==> src/core/peak_flags_defs.vh <==
// Constants of the peak-hold, energy-flag and low-power register slice.
// Assumes 16-bit register addresses from the serial port engine.
`ifndef PEAK_FLAGS_DEFS_VH
`define PEAK_FLAGS_DEFS_VH

// Register addresses
`define ADDR_CURRENT_PEAK_HOLD 16'hE500
`define ADDR_VOLTAGE_PEAK_HOLD 16'hE501
`define ADDR_ENERGY_EVENT_FLAGS 16'hE502
`define ADDR_THIRD_HARMONIC_SEL 16'hEA0A
`define ADDR_RESERVED_LO 16'hEA0B
`define ADDR_RESERVED_HI 16'hEBFE
`define ADDR_PORT_LOCK 16'hEBFF
`define ADDR_LOW_POWER_OC_LEVEL 16'hEC00
`define ADDR_STANDBY_MODE_ONE 16'hEC01

// Reset values
`define RST_THIRD_HARMONIC_SEL 8'h07
`define RST_LOW_POWER_OC_LEVEL 8'h07
`define RST_STANDBY_MODE_ONE 8'h00

// Peak-hold field positions
`define PEAK_VALUE_MSB 23
`define PEAK_PHASE_LSB 24
`define PEAK_PHASE_MSB 26

// Energy event flag bit positions
`define FLAG_TOTAL_ACTIVE 0
`define FLAG_FUND_ACTIVE 1
`define FLAG_RESERVED 2
`define FLAG_FUND_REACTIVE 3
`define FLAG_APPARENT 4
`define FLAG_LINE_CYCLE 5
`define FLAG_COUNT 6

// Accumulator bit watched for half-full events
`define ENERGY_WATCH_BIT 30

// Transmission formats of a read word
`define FMT_BYTE 3'h0
`define FMT_ZP10 3'h1
`define FMT_ZP20 3'h2
`define FMT_ZP24 3'h3
`define FMT_SE24 3'h4
`define FMT_WORD32 3'h5

// Read length codes on reg_rlen
`define RLEN_8 2'h0
`define RLEN_16 2'h1
`define RLEN_32 2'h2

`endif

==> src/core/phase_peak_detect.v <==
// Three-phase peak detector with source-phase indication.
// Assumes signed two's complement samples on the system clock.
module phase_peak_detect #(
    parameter W = 24
) (
    input wire clk_sys,
    input wire rst,
    input wire [W-1:0] sample_a,
    input wire [W-1:0] sample_b,
    input wire [W-1:0] sample_c,
    input wire sample_valid,
    output reg [W-1:0] peak_value,
    output reg [2:0] peak_phase
);

    // Magnitude of a two's complement sample; the most negative code fits unsigned
    function [W-1:0] magnitude;
        input [W-1:0] s;
        begin
            if (s[W-1]) begin
                magnitude = (~s) + {{(W-1){1'b0}}, 1'b1};
            end else begin
                magnitude = s;
            end
        end
    endfunction

    wire [W-1:0] mag_a;
    wire [W-1:0] mag_b;
    wire [W-1:0] mag_c;
    reg [W-1:0] largest;
    reg [2:0] largest_phase;

    assign mag_a = magnitude(sample_a);
    assign mag_b = magnitude(sample_b);
    assign mag_c = magnitude(sample_c);

    // Largest magnitude of the three, with every phase that reaches it
    always @* begin
        largest = mag_a;
        if (mag_b > largest) begin
            largest = mag_b;
        end
        if (mag_c > largest) begin
            largest = mag_c;
        end
        largest_phase[0] = (mag_a == largest);
        largest_phase[1] = (mag_b == largest);
        largest_phase[2] = (mag_c == largest);
    end

    ////////////////////////////////////////////////////////////////////////////
    // Update on larger sample
    always @(posedge clk_sys) begin
        if (rst) begin
            peak_value <= {W{1'b0}};
            peak_phase <= 3'h0;
        end else if (sample_valid && (largest > peak_value)) begin
            peak_value <= largest;
            peak_phase <= largest_phase;
        end
    end

endmodule // phase_peak_detect

==> src/core/peak_energy_regs.v <==
// Register slice: peak-hold registers, energy event flags, harmonic index
// selector and low-power settings, read and written by the serial port engine.
// Assumes all inputs come from logic on clk_sys; the serial framing lies outside.
`include "peak_flags_defs.vh"

module peak_energy_regs #(
    parameter SAMPLE_W = 24
) (
    input wire clk_sys,
    input wire rst,
    input wire [15:0] reg_addr,
    input wire reg_wr,
    input wire reg_rd,
    input wire [31:0] reg_wdata,
    output reg [31:0] reg_rdata,
    output reg [1:0] reg_rlen,
    output reg reg_rvalid,
    input wire spi_active,
    output reg port_lock_pulse,
    output reg [7:0] port_lock_data,
    input wire [SAMPLE_W-1:0] current_sample_a,
    input wire [SAMPLE_W-1:0] current_sample_b,
    input wire [SAMPLE_W-1:0] current_sample_c,
    input wire current_sample_valid,
    input wire [SAMPLE_W-1:0] voltage_sample_a,
    input wire [SAMPLE_W-1:0] voltage_sample_b,
    input wire [SAMPLE_W-1:0] voltage_sample_c,
    input wire voltage_sample_valid,
    input wire [2:0] total_active_bit30,
    input wire [2:0] fund_active_bit30,
    input wire [2:0] fund_reactive_bit30,
    input wire [2:0] apparent_bit30,
    input wire line_cycle_mode,
    input wire line_cycle_done,
    output reg [7:0] third_harmonic_index_select,
    output reg [7:0] low_power_overcurrent_level,
    output reg [7:0] standby_mode_one_setup,
    output reg [5:0] energy_event_flags
);

    ////////////////////////////////////////////////////////////////////////////
    // Functions

    // Shapes a register value into its transmitted word
    function [31:0] fmt_word;
        input [31:0] value;
        input [2:0] code;
        begin
            case (code)
                `FMT_BYTE: begin
                    fmt_word = {24'h000000, value[7:0]};
                end
                `FMT_ZP10: begin
                    fmt_word = {22'h00000, value[9:0]};
                end
                `FMT_ZP20: begin
                    fmt_word = {12'h000, value[19:0]};
                end
                `FMT_ZP24: begin
                    fmt_word = {8'h00, value[23:0]};
                end
                `FMT_SE24: begin
                    fmt_word = {{8{value[23]}}, value[23:0]};
                end
                default: begin
                    fmt_word = value;
                end
            endcase
        end
    endfunction

    // Read length code that goes with a format
    function [1:0] fmt_len;
        input [2:0] code;
        begin
            case (code)
                `FMT_BYTE: begin
                    fmt_len = `RLEN_8;
                end
                `FMT_ZP10: begin
                    fmt_len = `RLEN_16;
                end
                default: begin
                    fmt_len = `RLEN_32;
                end
            endcase
        end
    endfunction

    // Any of three accumulators changed its watched bit
    function any_change;
        input [2:0] now_bits;
        input [2:0] prev_bits;
        begin
            any_change = |(now_bits ^ prev_bits);
        end
    endfunction

    ////////////////////////////////////////////////////////////////////////////
    // Peak detectors

    wire [SAMPLE_W-1:0] current_peak_value;
    wire [2:0] current_peak_source_phase;
    wire [SAMPLE_W-1:0] voltage_peak_value;
    wire [2:0] voltage_peak_source_phase;

    phase_peak_detect #(
        .W(SAMPLE_W)
    ) u_current_peak (
        .clk_sys(clk_sys),
        .rst(rst),
        .sample_a(current_sample_a),
        .sample_b(current_sample_b),
        .sample_c(current_sample_c),
        .sample_valid(current_sample_valid),
        .peak_value(current_peak_value),
        .peak_phase(current_peak_source_phase)
    );

    phase_peak_detect #(
        .W(SAMPLE_W)
    ) u_voltage_peak (
        .clk_sys(clk_sys),
        .rst(rst),
        .sample_a(voltage_sample_a),
        .sample_b(voltage_sample_b),
        .sample_c(voltage_sample_c),
        .sample_valid(voltage_sample_valid),
        .peak_value(voltage_peak_value),
        .peak_phase(voltage_peak_source_phase)
    );

    wire [31:0] current_peak_hold;
    wire [31:0] voltage_peak_hold;

    assign current_peak_hold = {5'h00, current_peak_source_phase,
                                current_peak_value[`PEAK_VALUE_MSB:0]};
    assign voltage_peak_hold = {5'h00, voltage_peak_source_phase,
                                voltage_peak_value[`PEAK_VALUE_MSB:0]};

    ////////////////////////////////////////////////////////////////////////////
    // Energy accumulator bit-30 watch

    reg [2:0] prev_total_active;
    reg [2:0] prev_fund_active;
    reg [2:0] prev_fund_reactive;
    reg [2:0] prev_apparent;
    reg watch_primed;

    // Previous values are captured every cycle out of reset and cleared in reset; watch_primed holds off the first cycle after reset so it flags nothing
    always @(posedge clk_sys) begin
        if (rst) begin
            prev_total_active <= 3'h0;
            prev_fund_active <= 3'h0;
            prev_fund_reactive <= 3'h0;
            prev_apparent <= 3'h0;
            watch_primed <= 1'b0;
        end else begin
            prev_total_active <= total_active_bit30;
            prev_fund_active <= fund_active_bit30;
            prev_fund_reactive <= fund_reactive_bit30;
            prev_apparent <= apparent_bit30;
            watch_primed <= 1'b1;
        end
    end

    reg [5:0] flag_set;

    always @* begin
        flag_set = 6'h00;
        flag_set[`FLAG_TOTAL_ACTIVE] = watch_primed &&
            any_change(total_active_bit30, prev_total_active);
        flag_set[`FLAG_FUND_ACTIVE] = watch_primed &&
            any_change(fund_active_bit30, prev_fund_active);
        flag_set[`FLAG_FUND_REACTIVE] = watch_primed &&
            any_change(fund_reactive_bit30, prev_fund_reactive);
        flag_set[`FLAG_APPARENT] = watch_primed &&
            any_change(apparent_bit30, prev_apparent);
        flag_set[`FLAG_LINE_CYCLE] = line_cycle_mode && line_cycle_done;
    end

    ////////////////////////////////////////////////////////////////////////////
    // Register writes

    wire wr_flags;
    wire [5:0] flag_clear;
    reg [5:0] next_flags;

    assign wr_flags = reg_wr && (reg_addr == `ADDR_ENERGY_EVENT_FLAGS);
    assign flag_clear = wr_flags ? reg_wdata[5:0] : 6'h00;

    always @* begin
        next_flags = (energy_event_flags & ~flag_clear) | flag_set;
        next_flags[`FLAG_RESERVED] = 1'b0;
    end

    always @(posedge clk_sys) begin
        if (rst) begin
            energy_event_flags <= 6'h00;
        end else begin
            energy_event_flags <= next_flags;
        end
    end

    always @(posedge clk_sys) begin
        if (rst) begin
            third_harmonic_index_select <= `RST_THIRD_HARMONIC_SEL;
            low_power_overcurrent_level <= `RST_LOW_POWER_OC_LEVEL;
            standby_mode_one_setup <= `RST_STANDBY_MODE_ONE;
        end else if (reg_wr) begin
            case (reg_addr)
                `ADDR_THIRD_HARMONIC_SEL: begin
                    third_harmonic_index_select <= reg_wdata[7:0];
                end
                `ADDR_LOW_POWER_OC_LEVEL: begin
                    low_power_overcurrent_level <= reg_wdata[7:0];
                end
                `ADDR_STANDBY_MODE_ONE: begin
                    standby_mode_one_setup <= reg_wdata[7:0];
                end
                default: begin
                    third_harmonic_index_select <= third_harmonic_index_select;
                end
            endcase
        end
    end

    ////////////////////////////////////////////////////////////////////////////
    // Port lock address

    wire port_lock_hit;

    assign port_lock_hit = (reg_addr == `ADDR_PORT_LOCK) && (reg_wr || reg_rd);

    always @(posedge clk_sys) begin
        if (rst) begin
            port_lock_pulse <= 1'b0;
            port_lock_data <= 8'h00;
        end else begin
            port_lock_pulse <= port_lock_hit && spi_active;
            if (port_lock_hit && spi_active && reg_wr) begin
                port_lock_data <= reg_wdata[7:0];
            end
        end
    end

    ////////////////////////////////////////////////////////////////////////////
    // Register reads

    reg [31:0] read_value;
    reg [2:0] read_fmt;

    always @* begin
        read_value = 32'h00000000;
        read_fmt = `FMT_BYTE;
        case (reg_addr)
            `ADDR_CURRENT_PEAK_HOLD: begin
                read_value = current_peak_hold;
                read_fmt = `FMT_WORD32;
            end
            `ADDR_VOLTAGE_PEAK_HOLD: begin
                read_value = voltage_peak_hold;
                read_fmt = `FMT_WORD32;
            end
            `ADDR_ENERGY_EVENT_FLAGS: begin
                read_value = {26'h000000, energy_event_flags};
                read_fmt = `FMT_WORD32;
            end
            `ADDR_THIRD_HARMONIC_SEL: begin
                read_value = {24'h000000, third_harmonic_index_select};
            end
            `ADDR_LOW_POWER_OC_LEVEL: begin
                read_value = {24'h000000, low_power_overcurrent_level};
            end
            `ADDR_STANDBY_MODE_ONE: begin
                read_value = {24'h000000, standby_mode_one_setup};
            end
            default: begin
                read_value = 32'h00000000;
                read_fmt = `FMT_BYTE;
            end
        endcase
    end

    always @(posedge clk_sys) begin
        if (rst) begin
            reg_rdata <= 32'h00000000;
            reg_rlen <= `RLEN_8;
            reg_rvalid <= 1'b0;
        end else begin
            reg_rvalid <= reg_rd;
            if (reg_rd) begin
                reg_rdata <= fmt_word(read_value, read_fmt);
                reg_rlen <= fmt_len(read_fmt);
            end
        end
    end

endmodule // peak_energy_regs

==> config.mk <==
export PLATFORM = sky130hd
export DESIGN_NAME = peak_energy_regs
export DESIGN_NICKNAME = d
export VERILOG_FILES = /design/src/core/phase_peak_detect.v /design/src/core/peak_energy_regs.v
export VERILOG_INCLUDE_DIRS = /design/src /design/src/core
export SDC_FILE = /design/constraint.sdc
export NUM_CORES = 1
export LEC_CHECK = 0
export ABC_CLOCK_PERIOD_IN_PS = 17500
export BUFFER_PORTS_ARGS = -buffer_cell sky130_fd_sc_hd__buf_2
export CAP_MARGIN = 10
export CORE_MARGIN = 1
export CORE_UTILIZATION = 50
export DETAILED_ROUTE_END_ITERATION = 8
export GPL_TIMING_DRIVEN = 0
export HOLD_SLACK_MARGIN = 0.02
export PLACE_DENSITY = 0.73
export SLEW_MARGIN = 20
export SYNTH_ARGS = -nofsm -noshare
export SYNTH_HDL_FRONTEND = slang
export SYNTH_SLANG_ARGS = --single-unit
==> constraint.sdc <==
create_clock -name clk_sys -period 17.5 [get_ports clk_sys]
set_input_delay 3.5 -clock clk_sys [delete_from_list [all_inputs] [get_ports clk_sys]]
set_output_delay 3.5 -clock clk_sys [all_outputs]
set_load 0.1 [all_outputs]
# Word-level counts from Yosys, hierarchy flattened
# Index checks and enable logic that the tools add are counted.
totals:
  output_inout_bits: 74
  wordCells: 98
  in_bits: 213
  regBits: 141
classes:
  n_mux: 16
  n_eq_ne: 17
  n_reduce_logical: 21
  n_addsub: 6
  bitwise: 13
  n_lt_le_gt_ge: 6
op_table:
  columns: ["cell", "n"]
  rows:
  - ["24-bit 2-to-1 mux", 10]
  - ["27-bit case mux with 6 select lines", 1]
  - ["32-bit case mux with 5 select lines", 1]
  - ["24-bit by 1-bit adder with 24-bit output, second input constant", 6]
  - ["24-bit equality test", 6]
  - ["24-bit > comparator", 6]
  - ["24-bit NOT", 6]
  - ["16-bit equality test, second input constant", 7]
  - ["3-bit OR reduction", 5]
  - ["3-bit bitwise XOR", 4]
  - ["1-bit logical AND", 11]
  - ["6-bit bitwise AND", 1]
  - ["3-bit by 2-bit equality test with 1-bit output, second input constant", 2]
  - ["6-bit 2-to-1 mux", 1]
  - ["6-bit NOT", 1]
  - ["6-bit bitwise OR", 1]
  - ["2-bit AND reduction", 3]
  - ["2-bit case mux with 2 select lines", 1]
  - ["3-bit by 1-bit equality test with 1-bit output, second input constant", 1]
  - ["3-bit equality test, second input constant", 1]
  - ["3-bit zero test", 1]
  - ["3-bit 2-to-1 mux", 1]
  - ["1-bit logical OR", 1]
  - ["1-bit 2-to-1 mux", 1]

# Depth between registers and ports, before layout
depth:
  depth_word: 9
  ltp_mapped: 46
  ltp_nobuf: 41

# Cells and area by module
# Synthesis repeated with hierarchy kept, for this count alone.
hier_totals:
  cells_unflattened: 2014
  hier_area_um2: 15932.8
by_module_without_submodules:
  columns: ["module", "n_inst", "seq_area_each_um2", "cells_per_inst", "area_per_inst_um2"]
  rows:
  - ["phase_peak_detect at u_current_peak", 1, 540.5, 841, 6216.0]
  - ["phase_peak_detect at u_voltage_peak", 1, 540.5, 790, 6206.0]
  - ["peak_energy_regs", 1, 1601.5, 383, 3510.9]

# Worst setup path after synthesis
# Ideal clock, no wire load.
synth_path:
  path_kind: "input to register"
  start: "in current_sample_a[15]"
  end: "reg u_current_peak.peak_phase[1]"
  cell_stages: 39
  t_required_ps: 17383
  arrival_time_ps: 12565
  path_buffers: 5
  setup_ps: 117
  setup_slack_ps: 4818
  path_cell_list: "or4_1 or3_1 or4_1 nor4b_1 inv_1 ha_1 and4_1 and3b_1 a221oi_1 o211ai_1 o2111ai_4 buf_6 buf_6 mux2i_1 ha_1 nor2b_1 o21a_1 o21a_1 [3 not listed] a21oi_1 o21ai_1 clkbuf_1 buf_1 mux2i_1 ha_1 nor2b_1 o21a_1 o21a_1 o21a_1 o21a_1 o21a_1 o21ai_0 a21oi_1 o21ai_1 clkbuf_1 nor4_1 a22o_1"
synth_via:
  elab_chain_cells: 9
  elab_cells_between_ends: 10
  classes_between: "add/sub: 1; order compare: 3; eq/ne: 1; mux: 3; bitwise: 1; reduce/logical: 1"
synth_rtl:
  columns: ["item", "line", "rtl"]
  rows:
  - ["start, declared", "peak_energy_regs.v:21", "input wire [SAMPLE_W-1:0] current_sample_a,"]
  - ["24-bit NOT", "phase_peak_detect.v:21", "magnitude = (~s) + {{(W-1){1'b0}}, 1'b1};"]
  - ["24-bit by 1-bit adder with 24-bit output", "phase_peak_detect.v:21", null]
  - ["24-bit 2-to-1 mux *", "phase_peak_detect.v:20", "if (s[W-1]) begin"]
  - ["24-bit > comparator", "phase_peak_detect.v:41", "if (mag_b > largest) begin"]
  - ["24-bit 2-to-1 mux *", "phase_peak_detect.v:41", null]
  - ["24-bit > comparator", "phase_peak_detect.v:44", "if (mag_c > largest) begin"]
  - ["24-bit 2-to-1 mux *", "phase_peak_detect.v:44", null]
  - ["via u_current_peak.largest[1]", "phase_peak_detect.v:31", "reg [W-1:0] largest;"]
  - ["24-bit > comparator", "phase_peak_detect.v:58", "end else if (sample_valid && (largest > peak_value)) begin"]
  - ["1-bit logical AND", "phase_peak_detect.v:58", null]
  - ["end signal, assigned", "phase_peak_detect.v:60", "peak_phase <= largest_phase;"]
  - ["end, declared", "phase_peak_detect.v:13", "output reg [2:0] peak_phase"]
# The timed path passes the listed nets; every way through them passes the cells marked *.
# A chain may end at the register's enable or synchronous reset.

# Final worst setup path
layout_path:
  start: "in current_sample_b[4]"
  end: "reg u_current_peak.peak_phase[1]"
layout_via:
  elab_chain_cells: 9
  elab_cells_between_ends: 10
  classes_between: "add/sub: 1; order compare: 3; eq/ne: 1; mux: 3; bitwise: 1; reduce/logical: 1"
layout_rtl:
  columns: ["item", "line", "rtl"]
  rows:
  - ["start, declared", "peak_energy_regs.v:22", "input wire [SAMPLE_W-1:0] current_sample_b,"]
  - ["24-bit NOT", "phase_peak_detect.v:21", null]
  - ["24-bit by 1-bit adder with 24-bit output", "phase_peak_detect.v:21", null]
  - ["24-bit 2-to-1 mux *", "phase_peak_detect.v:20", null]
  - ["24-bit > comparator", "phase_peak_detect.v:41", null]
  - ["24-bit 2-to-1 mux *", "phase_peak_detect.v:41", null]
  - ["24-bit > comparator", "phase_peak_detect.v:44", null]
  - ["24-bit 2-to-1 mux *", "phase_peak_detect.v:44", null]
  - ["via u_current_peak.largest[1]", "phase_peak_detect.v:31", null]
  - ["24-bit > comparator", "phase_peak_detect.v:58", null]
  - ["1-bit logical AND", "phase_peak_detect.v:58", null]
# Marked as above.

==> metrics.md <==
| Metric | Value |
|---|---|
| Seq/Total Area, Yosys | `~18%` |
| CTS tree | `yes` |
| Total gr overflow | `0` |
| # clock sinks | `approximately 130` |
| Drt drc | `0` |
| Total wire length | `about 53000 um` |
| Post-synth EDFFs | `0` |
| Gr usage total | `approximately 33%` |
| Hold path depth | `2` |
| Reg2reg end | `u_voltage_peak.peak_value[21]` |
| First-pass iteration count of the detailed router | `6` |
| Vias in the first global route | `15100` |
| Die Height | `between 150 and 200 um` |
| Largest net degree at the start of global routing | `17` |
| Final setup TNS | `0 ps` |
| Area grow syn2layout | `15.7%` |
| Max-cap violation count | `0` |
| Async SR Flop Fraction | `0%` |
| Initial antenna violation count | `0` |
| Period utilization | `approximately 83%` |
| Num CTS Buffers | `17` |
| Final Max Tran Viols | `0` |
| Highest clock rate | `69.2 MHz` |
| Lkg Pwr | `approximately 7.7 nW` |
| Syn Inst Count | `roughly 1900` |
| Layout cells sized above 1 | `16.2%` |
| Crit end category | `register` |
| Num ports | `around 290` |
| Final Hold Vio Count | `0` |
| Slew @ Worst Pin | `about 1200 ps` |
| Ys flop type | `dfxtp_1` |
| Clk pwr share | `around a fifth` |
| CTS root buffer | `clkbuf_16` |
| Pwr dens | `roughly 100 mW/mm^2` |
| Slew HR | `about a fifth` |
| P_sw | `just over 800 uW` |
| Critical Path RT | `17820 ps` |
| Fillcell total | `2769` |
| GPL Wtd Cong | `0.998` |
| Peak per-stage delay on the critical path | `~590 ps` |
| Core Rows | `63` |
| Initial Util | `between 50% and 60%` |
| Synth area leaders | `dfxtp_1 (18%), ha_1 (12%), mux2i_1 (8.3%), xnor2_1 (7.8%), xor2_1 (6.2%)` |
| Post-Syn Area | `~0.015 mm^2` |
| Clock latency at the later pin of the worst-skew pair | `about 440 ps` |
| Die Wd | `177 um` |
| First-pass GRT wire length | `80700 um` |
| Post-DP HPWL | `42600 um` |
| CTS Hold Buffers Added | `0` |
| Initial DRC count | `approximately 1600` |
| Die area | `0.0312 mm^2` |
| Top-count cell post-synth | `inv_1` |
| Sw Ratio | `approximately 46%` |
| Distinct cell type count after synthesis | `87` |
| Worst R2R Path Depth | `16` |
| Hold Crit Endpoint | `reg_rdata[18]` |
| Critical Path Most Common Cell | `o21a_1` |
| Port Buf Inserts | `250` |
| Reg clk slew, reported paths | `about 60 ps` |
| Post-CTS resize count | `0` |
| Worst hold start | `reg_rdata[18]` |
| Max FO, Critical Path | `10` |
| WL/cell | `approximately 20 um` |
| Syn Area/Cell | `7.94 um^2` |
| Maximum clock path buffer count | `2` |
| Layout Nets | `approximately 2600` |
| Crit path time final | `approximately 14000 ps` |
| Setup CP Type | `input port to register` |
| Area leader, netlist | `dfxtp_1` |
| Post-synth top area share | `around 18%` |
| Sequential power share | `between 20% and 30%` |
| Status | `completed` |
| Post-DRT Antenna Nets | `0` |
| Synth Register Bits | `around 130` |
| Reg2reg setup slack | `~14000 ps` |
| Final setup vio count | `0` |
| Dpl ws | `between 2000 and 3000 ps` |
| RSZ-0062 raised after global routing | `false` |
| Max stage delay cell, worst path | `or4_1` |
| # H-tree levels | `4` |
| Via density | `roughly 6.1` |
| CORE AREA | `~0.03 mm^2` |
| Internal cell power | `roughly 960 uW` |
| CP Data Arrival Time | `14780 ps` |
| Reg2reg start | `u_voltage_peak.peak_value[1]` |
| Via Count | `around 16000` |
| Synth Warn # | `0` |
| Comb power frac | `~57%` |
| Setup Fix Bufs, Post-CTS | `0` |
| CP Launch Type | `input port` |
| Commonest cells post-synth | `inv_1 (152), ha_1 (146), xnor2_1 (136)` |
| Hold/Removal Path Class | `register to register` |
| Peak VDD IR | `~68 uV` |
| Ant diodes | `0` |
| Clock Skew | `11.0 ps` |
| Setup ws final | `~3000 ps` |
## layout by cell type, fill, tap and decap left out, types with 52 or more instances in the layout
cell	instances
o21ai_0	97
xnor2_1	135
inv_1	152
nand2_1	128
mux2i_1	126
ha_1	146
nor2_1	132
nand3_1	52
buf_2	254
a21oi_1	81
dfxtp_1	134
xor2_1	107
clkbuf_1	59
## through the flow
stage	hold WS, ps	std cells	power (mW)	cell area [um^2]	util [%]
after floorplan	438	1925	1.10	15300	-
after global placement	453	2565	1.36	17000	57.0
after detailed placement	458	2565	1.38	17000	57.1
after CTS	468	2597	1.75	17600	59.2
after global routing	489	2597	1.88	17600	59.2
final	468	2597	1.77	17600	59.2
## how the worst max path moves through the flow
stage	from	to	cells after the start
2_1_floorplan	current_sample_a[15]	u_current_peak.peak_phase[1]	39
5_1_grt	voltage_sample_b[0]	u_voltage_peak.peak_value[21]	45
6_report	current_sample_b[4]	u_current_peak.peak_phase[1]	44
4_1_cts	voltage_sample_a[0]	u_voltage_peak.peak_value[21]	47
3_3_place_gp	current_sample_a[15]	u_current_peak.peak_phase[1]	40
3_5_place_dp	voltage_sample_a[0]	u_voltage_peak.peak_value[20]	47
## kinds of logic after synthesis
family / synth area share, %
other: 0.0246
AOI/OAI and AO/OA: 19.5
DFF: 17.6
and+or+nand+nor: 20.1
muxes: 10.3
adders and majority gates: 12.0
buffers and inverters: 6.09
xor gates and xnor gates: 14.4
## power groups by stage
stage | sequential (mW) | combinational [mW] | clock, mW
floorplan | 0.392 | 0.706 | 0
global route | 0.397 | 1.10 | 0.382
global placement | 0.397 | 0.958 | 0
detailed placement | 0.399 | 0.977 | 0
CTS | 0.393 | 0.988 | 0.366
finish | 0.395 | 1.01 | 0.367
## routing by layer
| metal | vias up | wire length (um) | track usage [%] |
|---|---|---|---|
| met5 | - | 0 | 0 |
| met4 | 0 | 1820 | 13.0 |
| met3 | 126 | 3780 | 5.25 |
| met2 | 667 | 24700 | 55.2 |
| met1 | 7485 | 22300 | 42.3 |
| li1 | 7503 | - | - |
## area by class of cell
class,count,area (um^2),area share [%]
multi-input cells,1558,11700,66.2
flip-flops and latches,134,2680,15.2
repair buffers,250,1250,7.10
inverters,153,574,3.26
well taps,390,488,2.77
clock buffers,17,425,2.41
plain buffers,80,354,2.01
clock inverters,15,176,1.00
## critical path, delay by kind of cell
kind,cells,cell delay (ps)
AOI/OAI and AO/OA,22,4310
buffers and inverters,7,2330
and+or+nand+nor,9,2290
adders and majority gates,3,1000
muxes,2,840
xor gates and xnor gates,1,510
## sequential cells by signal, indices dropped and copies added (netlist names), 5 cells and up
signal and count:
port_lock_data 8, low_power_overcurrent_level 8, energy_event_flags 5, third_harmonic_index_select 8, u_current_peak.peak_value 24, standby_mode_one_setup 8
u_voltage_peak.peak_value 24, reg_rdata 27
Power figures use the tool's default switching activity.
